[src/rtl/sar_readout_consts.vh]
`ifndef SAR_READOUT_CONSTS_VH
`define SAR_READOUT_CONSTS_VH

`define RES_BITS        16
`define LEAD_EDGES      4'h5
`define CNT_W           6
`define CODE_POS_FULL   16'h7fff
`define CODE_NEG_FULL   16'h8000
`define CODE_ZERO       16'h0000
`define ST_ACQUIRE      2'h0
`define ST_CONVERT      2'h1
`define ST_SLEEP        2'h2

`endif

[src/rtl/sar_engine.v]
`timescale 1ns/1ps
`include "sar_readout_consts.vh"
// successive-approximation of a digital stand-in for the held sample
module sar_engine #(
	parameter WIDTH = `RES_BITS
) (
	input  wire             clk,
	input  wire             srst,
	input  wire             start,
	input  wire [WIDTH:0]   sample,
	output reg  [WIDTH-1:0] result,
	output reg              done
);
	// sample is signed WIDTH+1 bits, so overrange can be represented
	reg  [WIDTH-1:0] trial_reg;
	reg  [WIDTH-1:0] bit_reg;
	reg              busy_reg;
	wire signed [WIDTH:0] s = sample;
	reg  signed [WIDTH:0] held_reg;
	wire [WIDTH-1:0] cand = trial_reg | bit_reg;

	always @(posedge clk) begin
		if (srst) begin
			trial_reg <= {WIDTH{1'b0}};
			bit_reg   <= {WIDTH{1'b0}};
			busy_reg  <= 1'b0;
			held_reg  <= {(WIDTH+1){1'b0}};
			result    <= `CODE_ZERO;
			done      <= 1'b0;
		end else begin
			done <= 1'b0;
			if (start) begin
				// offset-binary search on held input, msb first
				held_reg  <= s;
				trial_reg <= {WIDTH{1'b0}};
				bit_reg   <= {1'b1, {(WIDTH-1){1'b0}}};
				busy_reg  <= 1'b1;
			end else if (busy_reg) begin
				if ($signed({1'b0, cand}) - $signed({1'b0, 1'b1, {(WIDTH-1){1'b0}}})
						<= held_reg)
					trial_reg <= cand;
				bit_reg <= bit_reg >> 1;
				if (bit_reg[0]) begin
					busy_reg <= 1'b0;
					done     <= 1'b1;
					// offset to two's complement, clamps naturally at ends
					result   <= ((($signed({1'b0, cand}) - $signed({1'b0, 1'b1,
						{(WIDTH-1){1'b0}}})) <= held_reg) ? cand : trial_reg)
						^ {1'b1, {(WIDTH-1){1'b0}}};
				end
			end
		end
	end
endmodule // sar_engine

[src/rtl/sar_adc_serial_readout.v]
`timescale 1ns/1ps
`include "sar_readout_consts.vh"
module sar_adc_serial_readout #(
	parameter WIDTH = `RES_BITS
) (
	input  wire             clk,
	input  wire             srst,
	input  wire             select_n,
	input  wire             shift_clock,
	input  wire [WIDTH:0]   analog_sample,
	output reg              data_out,
	output reg              data_oe_n,
	output wire             low_power,
	output wire             tracking
);
	// ----------------------------------------
	// pin synchronisers
	// ----------------------------------------
	// both pins idle high, so the edge detectors start high and no
	// false fall follows reset
	reg [1:0] sel_sync_reg;
	reg [1:0] sck_sync_reg;
	reg       sel_prev_reg;
	reg       sck_prev_reg;

	always @(posedge clk) begin
		if (srst) begin
			sel_sync_reg <= 2'h3;
			sck_sync_reg <= 2'h3;
			sel_prev_reg <= 1'b1;
			sck_prev_reg <= 1'b1;
		end else begin
			sel_sync_reg <= {sel_sync_reg[0], select_n};
			sck_sync_reg <= {sck_sync_reg[0], shift_clock};
			sel_prev_reg <= sel_sync_reg[1];
			sck_prev_reg <= sck_sync_reg[1];
		end
	end

	wire sel_fall = sel_prev_reg & ~sel_sync_reg[1];
	wire sel_high = sel_sync_reg[1];
	// falls seen while deselected belong to another device's frame
	wire sck_fall = sck_prev_reg & ~sck_sync_reg[1] & ~sel_high;

	// ----------------------------------------
	// conversion control
	// ----------------------------------------
	localparam [1:0] ACQUIRE = `ST_ACQUIRE;
	localparam [1:0] CONVERT = `ST_CONVERT;
	localparam [1:0] SLEEP   = `ST_SLEEP;

	reg  [1:0]       state_reg;
	reg  [1:0]       state_next;
	wire [WIDTH-1:0] conv_result;
	wire             conv_done;

	sar_engine #(
		.WIDTH (WIDTH)
	) u_sar_engine (
		.clk    (clk),
		.srst   (srst),
		.start  (sel_fall),
		.sample (analog_sample),
		.result (conv_result),
		.done   (conv_done)
	);

	always @* begin
		state_next = state_reg;
		case (state_reg)
			ACQUIRE: begin
				if (sel_fall)
					state_next = CONVERT;
			end
			CONVERT: begin
				// a select that drops again mid-conversion restarts the engine
				if (conv_done)
					state_next = SLEEP;
			end
			SLEEP: begin
				if (sel_fall)
					state_next = CONVERT;
			end
			default: begin
				state_next = ACQUIRE;
			end
		endcase
	end

	always @(posedge clk) begin
		if (srst)
			state_reg <= ACQUIRE;
		else
			state_reg <= state_next;
	end

	// converter core powered down outside the conversion phase;
	// the input is tracked over the same interval
	assign low_power = (state_reg != CONVERT);
	assign tracking  = (state_reg != CONVERT);

	// ----------------------------------------
	// serial frame sequencer
	// ----------------------------------------
	// lead: falls counted with the output released
	// word: one result bit per counted fall
	// tail: word exhausted, line driven low on each further fall until select rises
	localparam [1:0] LINK_LEAD = 2'h0;
	localparam [1:0] LINK_WORD = 2'h1;
	localparam [1:0] LINK_TAIL = 2'h2;

	reg  [1:0]        link_reg;
	reg  [1:0]        link_next;
	reg  [`CNT_W-1:0] edge_cnt_reg;
	reg  [`CNT_W-1:0] edge_cnt_next;
	reg  [WIDTH-1:0]  left_reg;
	reg  [WIDTH-1:0]  left_next;
	reg  [WIDTH-1:0]  shift_reg;
	wire [WIDTH-1:0]  shift_next;
	wire [WIDTH:0]    shift_chain;
	reg               loaded_reg;
	reg               shift_bit;
	wire              load_word;
	wire              lead_done;
	wire              word_last;

	// a result landing while deselected belongs to an abandoned frame
	assign load_word   = conv_done & ~sel_high;
	assign lead_done   = (edge_cnt_reg == {2'h0, `LEAD_EDGES} - 6'h1);
	assign word_last   = ~|left_reg[WIDTH-2:0];
	assign shift_chain = {shift_reg, 1'b0};

	always @* begin
		link_next     = link_reg;
		edge_cnt_next = edge_cnt_reg;
		left_next     = left_reg;
		shift_bit     = 1'b0;
		case (link_reg)
			LINK_LEAD: begin
				if (sck_fall) begin
					edge_cnt_next = edge_cnt_reg + {{(`CNT_W-1){1'b0}}, 1'b1};
					if (lead_done) begin
						link_next = LINK_WORD;
						left_next = {WIDTH{1'b1}};
					end
				end
			end
			LINK_WORD: begin
				if (sck_fall) begin
					shift_bit = 1'b1;
					left_next = {left_reg[WIDTH-2:0], 1'b0};
					if (word_last)
						link_next = LINK_TAIL;
				end
			end
			LINK_TAIL: begin
				// extra falls only shift out zeros
				link_next = LINK_TAIL;
			end
			default: begin
				link_next = LINK_LEAD;
			end
		endcase
		// deselect abandons the frame from any point
		if (sel_high) begin
			link_next     = LINK_LEAD;
			edge_cnt_next = {`CNT_W{1'b0}};
		end
	end

	// ----------------------------------------
	// result shifter
	// ----------------------------------------
	// load beats shift: a word arriving late is not shifted past
	genvar gi;
	generate
		for (gi = 0; gi < WIDTH; gi = gi + 1) begin : g_shift
			assign shift_next[gi] = load_word ? conv_result[gi] :
				(shift_bit ? shift_chain[gi] : shift_reg[gi]);
		end
	endgenerate

	always @(posedge clk) begin
		if (srst) begin
			link_reg     <= LINK_LEAD;
			edge_cnt_reg <= {`CNT_W{1'b0}};
			left_reg     <= {WIDTH{1'b0}};
			shift_reg    <= {WIDTH{1'b0}};
			loaded_reg   <= 1'b0;
		end else begin
			link_reg     <= link_next;
			edge_cnt_reg <= edge_cnt_next;
			left_reg     <= left_next;
			shift_reg    <= shift_next;
			if (sel_high)
				loaded_reg <= 1'b0;
			else if (load_word)
				loaded_reg <= 1'b1;
		end
	end

	// ----------------------------------------
	// output pins
	// ----------------------------------------
	// a host clocking before the result is ready reads zeros, never
	// the word of the previous frame
	always @(posedge clk) begin
		if (srst) begin
			data_out  <= 1'b0;
			data_oe_n <= 1'b1;
		end else if (sel_high) begin
			data_out  <= 1'b0;
			data_oe_n <= 1'b1;
		end else if (sck_fall) begin
			case (link_reg)
				LINK_LEAD: begin
					if (lead_done) begin
						data_oe_n <= 1'b0;
						data_out  <= 1'b0;
					end
				end
				LINK_WORD: begin
					// held until the next fall, so valid on both edges
					data_out <= loaded_reg ? shift_reg[WIDTH-1] : 1'b0;
				end
				default: begin
					data_out <= 1'b0;
				end
			endcase
		end
	end
endmodule // sar_adc_serial_readout

[config.mk]
export PLATFORM = sky130hd
export DESIGN_NAME = sar_adc_serial_readout
export DESIGN_NICKNAME = d
export VERILOG_FILES = /design/src/rtl/sar_engine.v /design/src/rtl/sar_adc_serial_readout.v
export VERILOG_INCLUDE_DIRS = /design/src /design/src/rtl
export SDC_FILE = /design/constraint.sdc
export NUM_CORES = 1
export LEC_CHECK = 0
export ABC_AREA = 1
export BUFFER_PORTS_ARGS = -buffer_cell sky130_fd_sc_hd__buf_4
export CAP_MARGIN = 10
export CORE_UTILIZATION = 43
export DETAILED_ROUTE_END_ITERATION = 12
export MAX_ROUTING_LAYER = met4
export SYNTH_ARGS = -nofsm -noshare
export SYNTH_HDL_FRONTEND = slang
export SYNTH_SLANG_ARGS = --single-unit
[constraint.sdc]
create_clock -name clk -period 4.2 [get_ports clk]
set_clock_uncertainty 0.1 [all_clocks]
set_input_delay 0.84 -clock clk [delete_from_list [all_inputs] [get_ports clk]]
set_output_delay 0.84 -clock clk [all_outputs]
set_load 0.02 [all_outputs]
== Word level (Yosys, flattened, before mapping) ==
Cells that the tools add are included.

* Reductions and logical operators: 17
* Bitwise gates (word level): 10
* Add/sub/neg operators: 2
* Muxes and demuxes: 56
* Order comparisons: 1
* Equality and inequality tests: 12

{| class="wikitable"
|+ Operators by type and width
! kind !! count
|-
| $mux 16 || 3
|-
| $mux 15 || 3
|-
| $mux 1 || 40
|-
| $pmux 15 s2 || 1
|-
| $le 17x17->1 || 1
|-
| $sub 16x16->17 const B || 1
|-
| $or 16x16->16 || 1
|-
| $reduce_or 15->1 || 1
|-
| $mux 2 || 6
|-
| $ne 2x2->1 const B || 4
|-
| $reduce_and 4->1 || 2
|-
| $add 6x1->6 const B || 1
|-
| $eq 6x3->1 const B || 1
|-
| $ne 2x1->1 const B || 3
|-
| $pmux 2 s3 || 1
|-
| $reduce_and 2->1 || 3
|-
| $reduce_and 3->1 || 2
|-
| $reduce_bool 2->1 || 3
|-
| $reduce_or 2->1 || 3
|-
| $not 1->1 || 5
|-
| $and 1x1->1 || 4
|-
| $eq 2x1->1 const B || 2
|-
| $eq 2x2->1 const B || 2
|-
| $logic_not 2->1 || 2
|-
| 3 further kinds || 3
|}

* Register bits: 117
* Output and inout bits: 4
* Input bits: 21

== Depth between registers and ports, before layout ==
Gate-level depths: netlist of run 1.

* Depth in word-level cells: 7
* Depth in mapped cells: 16
* Depth with buffers taken out: 16

== By module ==
From an unflattened synthesis of run 1, not the netlist that was laid out.

* Cells, all modules: 736
* Area total of the unflattened synthesis: 5415.2 um2

{| class="wikitable"
|+ Modules (own cells, without submodules)
! module !! instances !! sequential area each (um2) !! cells an instance !! area each (um2)
|-
| sar_engine || 1 || 1341.3 || 440 || 3175.5
|-
| sar_adc_serial_readout || 1 || 1001.0 || 296 || 2239.6
|}

== Least setup slack after synthesis of run 1 ==
OpenSTA, ideal clock, no wires.

* Path type: in2reg
* Start point: input port srst
* End point: register u_sar_engine.trial_reg[12]
* Path buffers: 2
* Library setup time: 109 ps
* Stages: 7
* Path slack: 2275 ps
* Data required time: 3991 ps
* Arrival: 1716 ps
* Cells stage by stage: clkbuf_1 inv_1 nand2_1 buf_1 a21oi_1 nand2_1 inv_1

* Cells in the longest elaborated chain, start to end: 1

{| class="wikitable"
|+ RTL lines
! what !! RTL line !! text
|-
| start: declaration || sar_adc_serial_readout.v:7 || <nowiki>input wire srst,</nowiki>
|-
| $reduce_or 2->1 (no source line) || - ||
|-
| end signal: assignment || sar_engine.v:24 || <nowiki>trial_reg <= {WIDTH{1'b0}};</nowiki>
|-
| end signal: assignment || sar_engine.v:35 || <nowiki>trial_reg <= {WIDTH{1'b0}};</nowiki>
|-
| end signal: assignment || sar_engine.v:41 || <nowiki>trial_reg <= cand;</nowiki>
|-
| end: declaration || sar_engine.v:15 || <nowiki>reg [WIDTH-1:0] trial_reg;</nowiki>
|}

No other way between the ends.
A chain may end at the register's enable or synchronous reset.

== Final worst setup path of run 1 ==
* Start point: register sel_sync_reg[1]
* End point: register u_sar_engine.result[12]

* Cells in the longest elaborated chain, start to end: 4

{| class="wikitable"
|+ RTL lines
! what !! RTL line !! text
|-
| start: declaration || sar_adc_serial_readout.v:21 || <nowiki>reg [1:0] sel_sync_reg;</nowiki>
|-
| start signal: assignment || sar_adc_serial_readout.v:33 || <nowiki>sel_sync_reg <= {sel_sync_reg[0], select_n};</nowiki>
|-
| $not 1->1 || sar_adc_serial_readout.v:40 || <nowiki>wire sel_fall = sel_prev_reg & ~sel_sync_reg[1];</nowiki>
|-
| $and 1x1->1 || sar_adc_serial_readout.v:40 ||
|-
| $not 1->1 (no source line) || - ||
|-
| $reduce_and 3->1 (no source line) || - ||
|-
| end signal: assignment || sar_engine.v:28 || <nowiki>result <= `CODE_ZERO;</nowiki>
|-
| end signal: assignment || sar_engine.v:47 || <nowiki>result <= ((($signed({1'b0, cand}) - $signed({1'b0, 1'b1,</nowiki>
|-
| end: declaration || sar_engine.v:11 || <nowiki>output reg [WIDTH-1:0] result,</nowiki>
|}

No other way between the ends.

==> flow_summary_export.csv, run 1 <==
group,metric,value,unit
routing,num_vias,4327,
cts,cts_tree,"yes",
routing,dr.pass1.iters,5,
synthesis,yosysSeqAreaShare,46.1,%
cts,clk_transition_reported_paths,0.05,ns
pwr,p_leak,2.46,nW
finish,largest_reg_flops,17,
synthesis,syn-instance-count,689,
routing,viasPerCell,5.05,
cts,postCtsSetupRepairBufs,0,
synthesis,yosys.area.top_type,"dfxtp_1",
finish,post-route-cell-area,6000,sq um
cts,clock_sinks,117,
synthesis,synth_area_leaders,"dfxtp_1, nand2_1, a21oi_1",
worst_setup_path,worstSetupStartpointType,"flop",
die,rows,39,
synthesis,synthFlopType,"dfxtp_1",
worst_setup_path,max_stage_delay,0.79,ns
finish,nets,743,
synthesis,synth_top_area_share,46.1,%
die,die_h,111,um
placed_design,io_buffers,24,
status,outcome,"finished, final reports clean",
routing,totalWireLength,11.1,mm
grt,antenna_found_initial,0,
worst_setup_path,path_buf_inv,3,
finish,area_growth,18.0,%
worst_setup_path,endpoint_kind,"flop",
pwr,worst_ir_drop_vdd,0.571,mV
sta,tightest_slew,1.07,ns
cts,ctsRootBufferMaster,"clkbuf_16",
sta,max_freq,0.356,GHz
worst_setup_path,crit_type,"flop to flop",
sta,period_share,66.9,%
worst_setup_path,path_cells,"inv_2, nand2_2, inv_1, nor2_1, inv_1, nor2_1, nand2_1, a21oi_1",
sta,setup_violations,0,
placed_design,gp_congestion,0.839,
synthesis,synth_nets,731,
synthesis,syn-mean-instance-area,7.38,sq um
cts,clock_path_buffers,2,
placed_design,hpwl,7.38,mm
die,core_area,11500,sq um
grt,grt_overflow,0,
sta,slew_viol_final,0,
grt,grt_pass1_wl,19.2,mm
die,die_w,111,um
finish,antennaDiodeCount,0,
placed_design,place_area,5300,sq um
finish,drive_gt1_share,9.66,%
synthesis,yosys_warnings,0,
pwr,power_density,493,nW/um^2
synthesis,syn_area,5080,sq um
die,dieArea,12300,sq um
routing,detail_route.drc_violations,0,
synthesis,synth_edf_count,0,
cts,h-tree-depth,4,
worst_setup_path,crit_path_max_fanout,36,
sta,rsz0062_at_grt,"false",
synthesis,ys_ff_latch,117,
sta,min_period,2.81,ns
grt,grt_max_degree,46,
synthesis,synth_cell_types,32,
cts,holdBufCountCts,0,
sta,whs,0.306,ns
routing,ant_nets,0,
synthesis,synth-async-reset-ratio,0,%
cts,clk-insertion-delay-late,0.41,ns
routing,drt_iter0_drc,340,
worst_setup_path,critPathSlowestCell,"inv_1",
die,ioPinCount,25,
job,max_cap_viol_count,0,
sta,hold_viol,0,
sta,max_slew_margin,28.6,%
worst_setup_path,crit_required,4.38,ns
sta,setup_tns,0,ns
worst_hold_path,hold_class,"flop to flop",
grt,grt_usage,20.2,%
cts,cts-buffers-inserted,17,
routing,detail_route.wl_per_cell,13.0,um
worst_setup_path,cp.arrival,2.99,ns
worst_setup_path,cp_top_family,"buffers and inverters",
grt,grt_pass1_vias,4188,
cts,cts-resized-gates,0,
die,initial_core_util,44.3,%
==> metal layers <==
metal  up-vias  GRT usage [%]  routed length, um
met3        12           5.47                424
met4         0           8.09                147
met5         -              -                  0
met2        82           32.3               5320
li1       2268              -                  -
met1      1965           24.1               5250
==> synthesized netlist by cell type (3+ instances only) <==
library cell	instances
buf_2	6
a21oi_1	85
nand4_1	3
dfxtp_1	117
or2_2	4
nor2_1	68
nor3_1	8
a31oi_1	6
buf_1	3
a311oi_1	14
o21ai_0	35
ha_1	21
o22ai_1	3
nor4_1	5
inv_1	97
clkbuf_1	20
nand3_1	37
nand2_1	138
==> worst reg2reg max path, delay by kind of cell, from the launching register on <==
family                 cells  cell delay [ns]
flip-flops                 1             0.32
buffers and inverters      3             1.42
AO/OA/AOI/OAI              1             0.07
AND/OR/NAND/NOR            4             0.78
==> area by class of cell <==
class,instances,area (sq um)
Clock buffer,23,478
Clock inverter,9,220
Fill cell,1072,5470
Inverter,101,379
Multi-Input combinational cell,438,2210
Sequential cell,117,2340
Tap cell,143,179
Timing Repair Buffer,26,195
==> placed cells by master (no fill, tap or decap), drive strengths merged, types with 4 or more instances in the layout <==
cell / Yosys / layout
o21ai: 35 / 35
a31oi: 6 / 6
a21oi: 86 / 86
or2: 4 / 4
nand2: 140 / 140
bufinv: 0 / 7
clkinv: 2 / 4
clkbuf: 21 / 23
inv: 99 / 99
nor4: 5 / 5
a311oi: 14 / 14
ha: 21 / 21
dfxtp: 117 / 117
nand3: 39 / 39
nor3: 8 / 8
buf: 12 / 26
nor2: 69 / 69
==> cell families after synthesis <==
group           share of synthesized area, %
fa+ha+maj                               5.17
flops                                   46.1
buf+inv                                 10.5
simple gates                            21.9
compound gates                          16.4
==> stage by stage <==
step | power (mW) | std cells | setup slack, ns | util [%]
global route | 3.06 | 857 | 1.09 | 52.3
floorplan | 1.25 | 689 | 2.27 | -
global placement | 1.28 | 825 | 1.39 | 46.2
finish | 2.96 | 857 | 1.39 | 52.3
CTS | 2.99 | 857 | 1.30 | 52.3
detailed placement | 1.28 | 825 | 1.36 | 46.2
==> power by group <==
part	switching, mW	total, mW	internal, mW
logic	0.0855	0.128	0.0427
clock network	0.481	1.70	1.22
registers	0.00705	1.13	1.12
total	0.574	2.96	2.38
==> final timing paths <==
path	slack [ns]	depth (start not counted)	from	to
min	0.31	1	sel_sync_reg[0]$_SDFF_PP1_	sel_sync_reg[1]$_SDFF_PP1_
min reg2reg	0.31	1	sel_sync_reg[0]$_SDFF_PP1_	sel_sync_reg[1]$_SDFF_PP1_
max	1.39	8	sel_sync_reg[1]$_SDFF_PP1_	u_sar_engine.result[12]$_SDFFE_PP0P_
max reg2reg	1.39	8	sel_sync_reg[1]$_SDFF_PP1_	u_sar_engine.result[12]$_SDFFE_PP0P_
No activity file was read; power rests on OpenSTA's default activity.
==> run 2, diff against run 1 <==
==> constraint.sdc (replaced) <==
create_clock -name clk -period 2.3 [get_ports clk]
set_clock_uncertainty 0.1 [all_clocks]
set_input_delay 0.46 -clock clk [delete_from_list [all_inputs] [get_ports clk]]
set_output_delay 0.46 -clock clk [all_outputs]
set_load 0.02 [all_outputs]
==> run 2 against run 1 <==
  * Worst hold slack worse by 0.19 ns
  * Maximum frequency up 29%
  * Die area stayed put
  * Clock power up 48%
==> flow_summary_export.csv, run 2 (synthesized netlist as in run 1, its figures left out) <==
group,metric,value,unit
placed_design,gp_congestion,0.856,
sta,hold_viol,0,
sta,max_freq,0.460,GHz
sta,tightest_slew,0.572,ns
die,initial_core_util,44.3,%
sta,min_period,2.17,ns
die,ioPinCount,25,
cts,clock_path_buffers,2,
finish,utilization,52.8,%
placed_design,io_buffers,24,
cts,cts_tree,"yes",
routing,drt_iter0_drc,263,
cts,cts-buffers-inserted,17,
routing,totalWireLength,11.5,mm
die,rows,39,
placed_design,dp.cells,838,
grt,grt_pass1_vias,4161,
die,die_w,111,um
cts,h-tree-depth,4,
die,dieArea,12300,sq um
routing,viasPerCell,5.13,
worst_setup_path,crit_type,"flop to flop",
finish,mostFrequentLayoutCells,"nand2_1, dfxtp_1, inv_1",
worst_setup_path,endpoint_kind,"flop",
finish,final_common_cell,"nand2_1",
cts,postCtsSetupRepairBufs,0,
finish,antennaDiodeCount,0,
job,max_cap_viol_count,0,
pwr,power_density,803,nW/um^2
grt,grt_pass1_wl,18.9,mm
finish,area_growth,19.0,%
worst_setup_path,crit_path_max_fanout,15,
grt,grt_overflow,0,
pwr,worst_ir_drop_vdd,0.582,mV
finish,drive_gt1_share,13.6,%
placed_design,place_area,5430,sq um
worst_setup_path,crit_required,2.55,ns
worst_setup_path,worstSetupStartpointType,"flop",
finish,nets,756,
cts,clk-insertion-delay-late,0.42,ns
cts,clk_transition_reported_paths,0.06,ns
finish,layout.cells.non_filler,870,
cts,ctsRootBufferMaster,"clkbuf_16",
cts,clock_sinks,117,
grt,grt_usage,19.9,%
sta,setup_violations,0,
routing,dr.pass1.iters,5,
sta,slew_viol_final,0,
finish,largest_reg_flops,17,
worst_hold_path,hold_class,"input port to flop",
routing,ant_nets,0,
routing,detail_route.wl_per_cell,13.2,um
routing,num_vias,4465,
grt,grt_max_degree,40,
finish,post-route-cell-area,6050,sq um
placed_design,place_worst_setup_slack,0.0809,ns
sta,setup_tns,0,ns
routing,detail_route.drc_violations,0,
sta,fin_ws,0.127,ns
placed_design,hpwl,7.71,mm
pwr,fin_total_pwr,4.86,mW
sta,period_share,94.5,%
worst_setup_path,cp.arrival,2.42,ns
die,core_area,11500,sq um
cts,holdBufCountCts,0,
die,die_h,111,um
sta,whs,0.121,ns
status,outcome,"finished, final reports clean",
grt,antenna_found_initial,0,
sta,max_slew_margin,61.7,%
pwr,p_leak,2.47,nW
-- run 2: cell count changes in the layout (fill, tap and decap cells not counted), sizes merged --
cell,before,now
clkinvlp,0,4
clkinv,4,10
buf,26,39
bufinv,7,2
clkbuf,23,18
-- run 2: path summary, 6_finish.rpt --
kind / startpoint / to / slack [ns] / cells past startpoint
min reg2reg: sel_sync_reg[0]$_SDFF_PP1_ / sel_sync_reg[1]$_SDFF_PP1_ / 0.31 / 1
min: select_n / sel_sync_reg[0]$_SDFF_PP1_ / 0.12 / 2
max reg2reg: u_sar_engine.bit_reg[8]$_SDFFE_PP0P_ / u_sar_engine.result[6]$_SDFFE_PP0P_ / 0.13 / 12
max: u_sar_engine.bit_reg[8]$_SDFFE_PP0P_ / u_sar_engine.result[6]$_SDFFE_PP0P_ / 0.13 / 12
-- run 2: critical path, cell delays in order (launching register included) --
cell and delay, ns:
dfxtp_1 0.33, nor2_1 0.15, inv_1 0.06, ha_1 0.30, a21o_2 0.20, nor2_1 0.10
nand2_1 0.06, nand2_1 0.10, nand4_1 0.16, buf_12 0.20, nand3_1 0.10, nand2_1 0.09
a21oi_1 0.15
-- run 2: what timing repair did --
item,4_1_cts,5_1_grt
endpoints found under the hold margin,0,0
resized for setup,0,19
endpoints found under the setup margin,0,23
-- run 2: layout make-up --
type	instances	area, sq um
inverter	101	379
clock inverter	14	138
clock buffer	18	429
fill	1115	5410
tap	143	179
timing repair buffer	39	318
sequential	117	2340
multi-input combinational	438	2270
-- run 2: where the power goes --
part           switching [mW]  total (mW)  internal [mW]
logic                   0.180       0.286          0.106
registers             0.00809        2.06           2.05
clock network           0.940        2.52           1.58
-- run 2: layer usage --
layer / GRT usage [%] / vias up / routed length (um)
met3: 5.41 / 16 / 404
met4: 7.73 / 0 / 189
met5: - / - / 0
met1: 22.1 / 2078 / 5210
li1: - / 2289 / -
met2: 33.9 / 82 / 5660
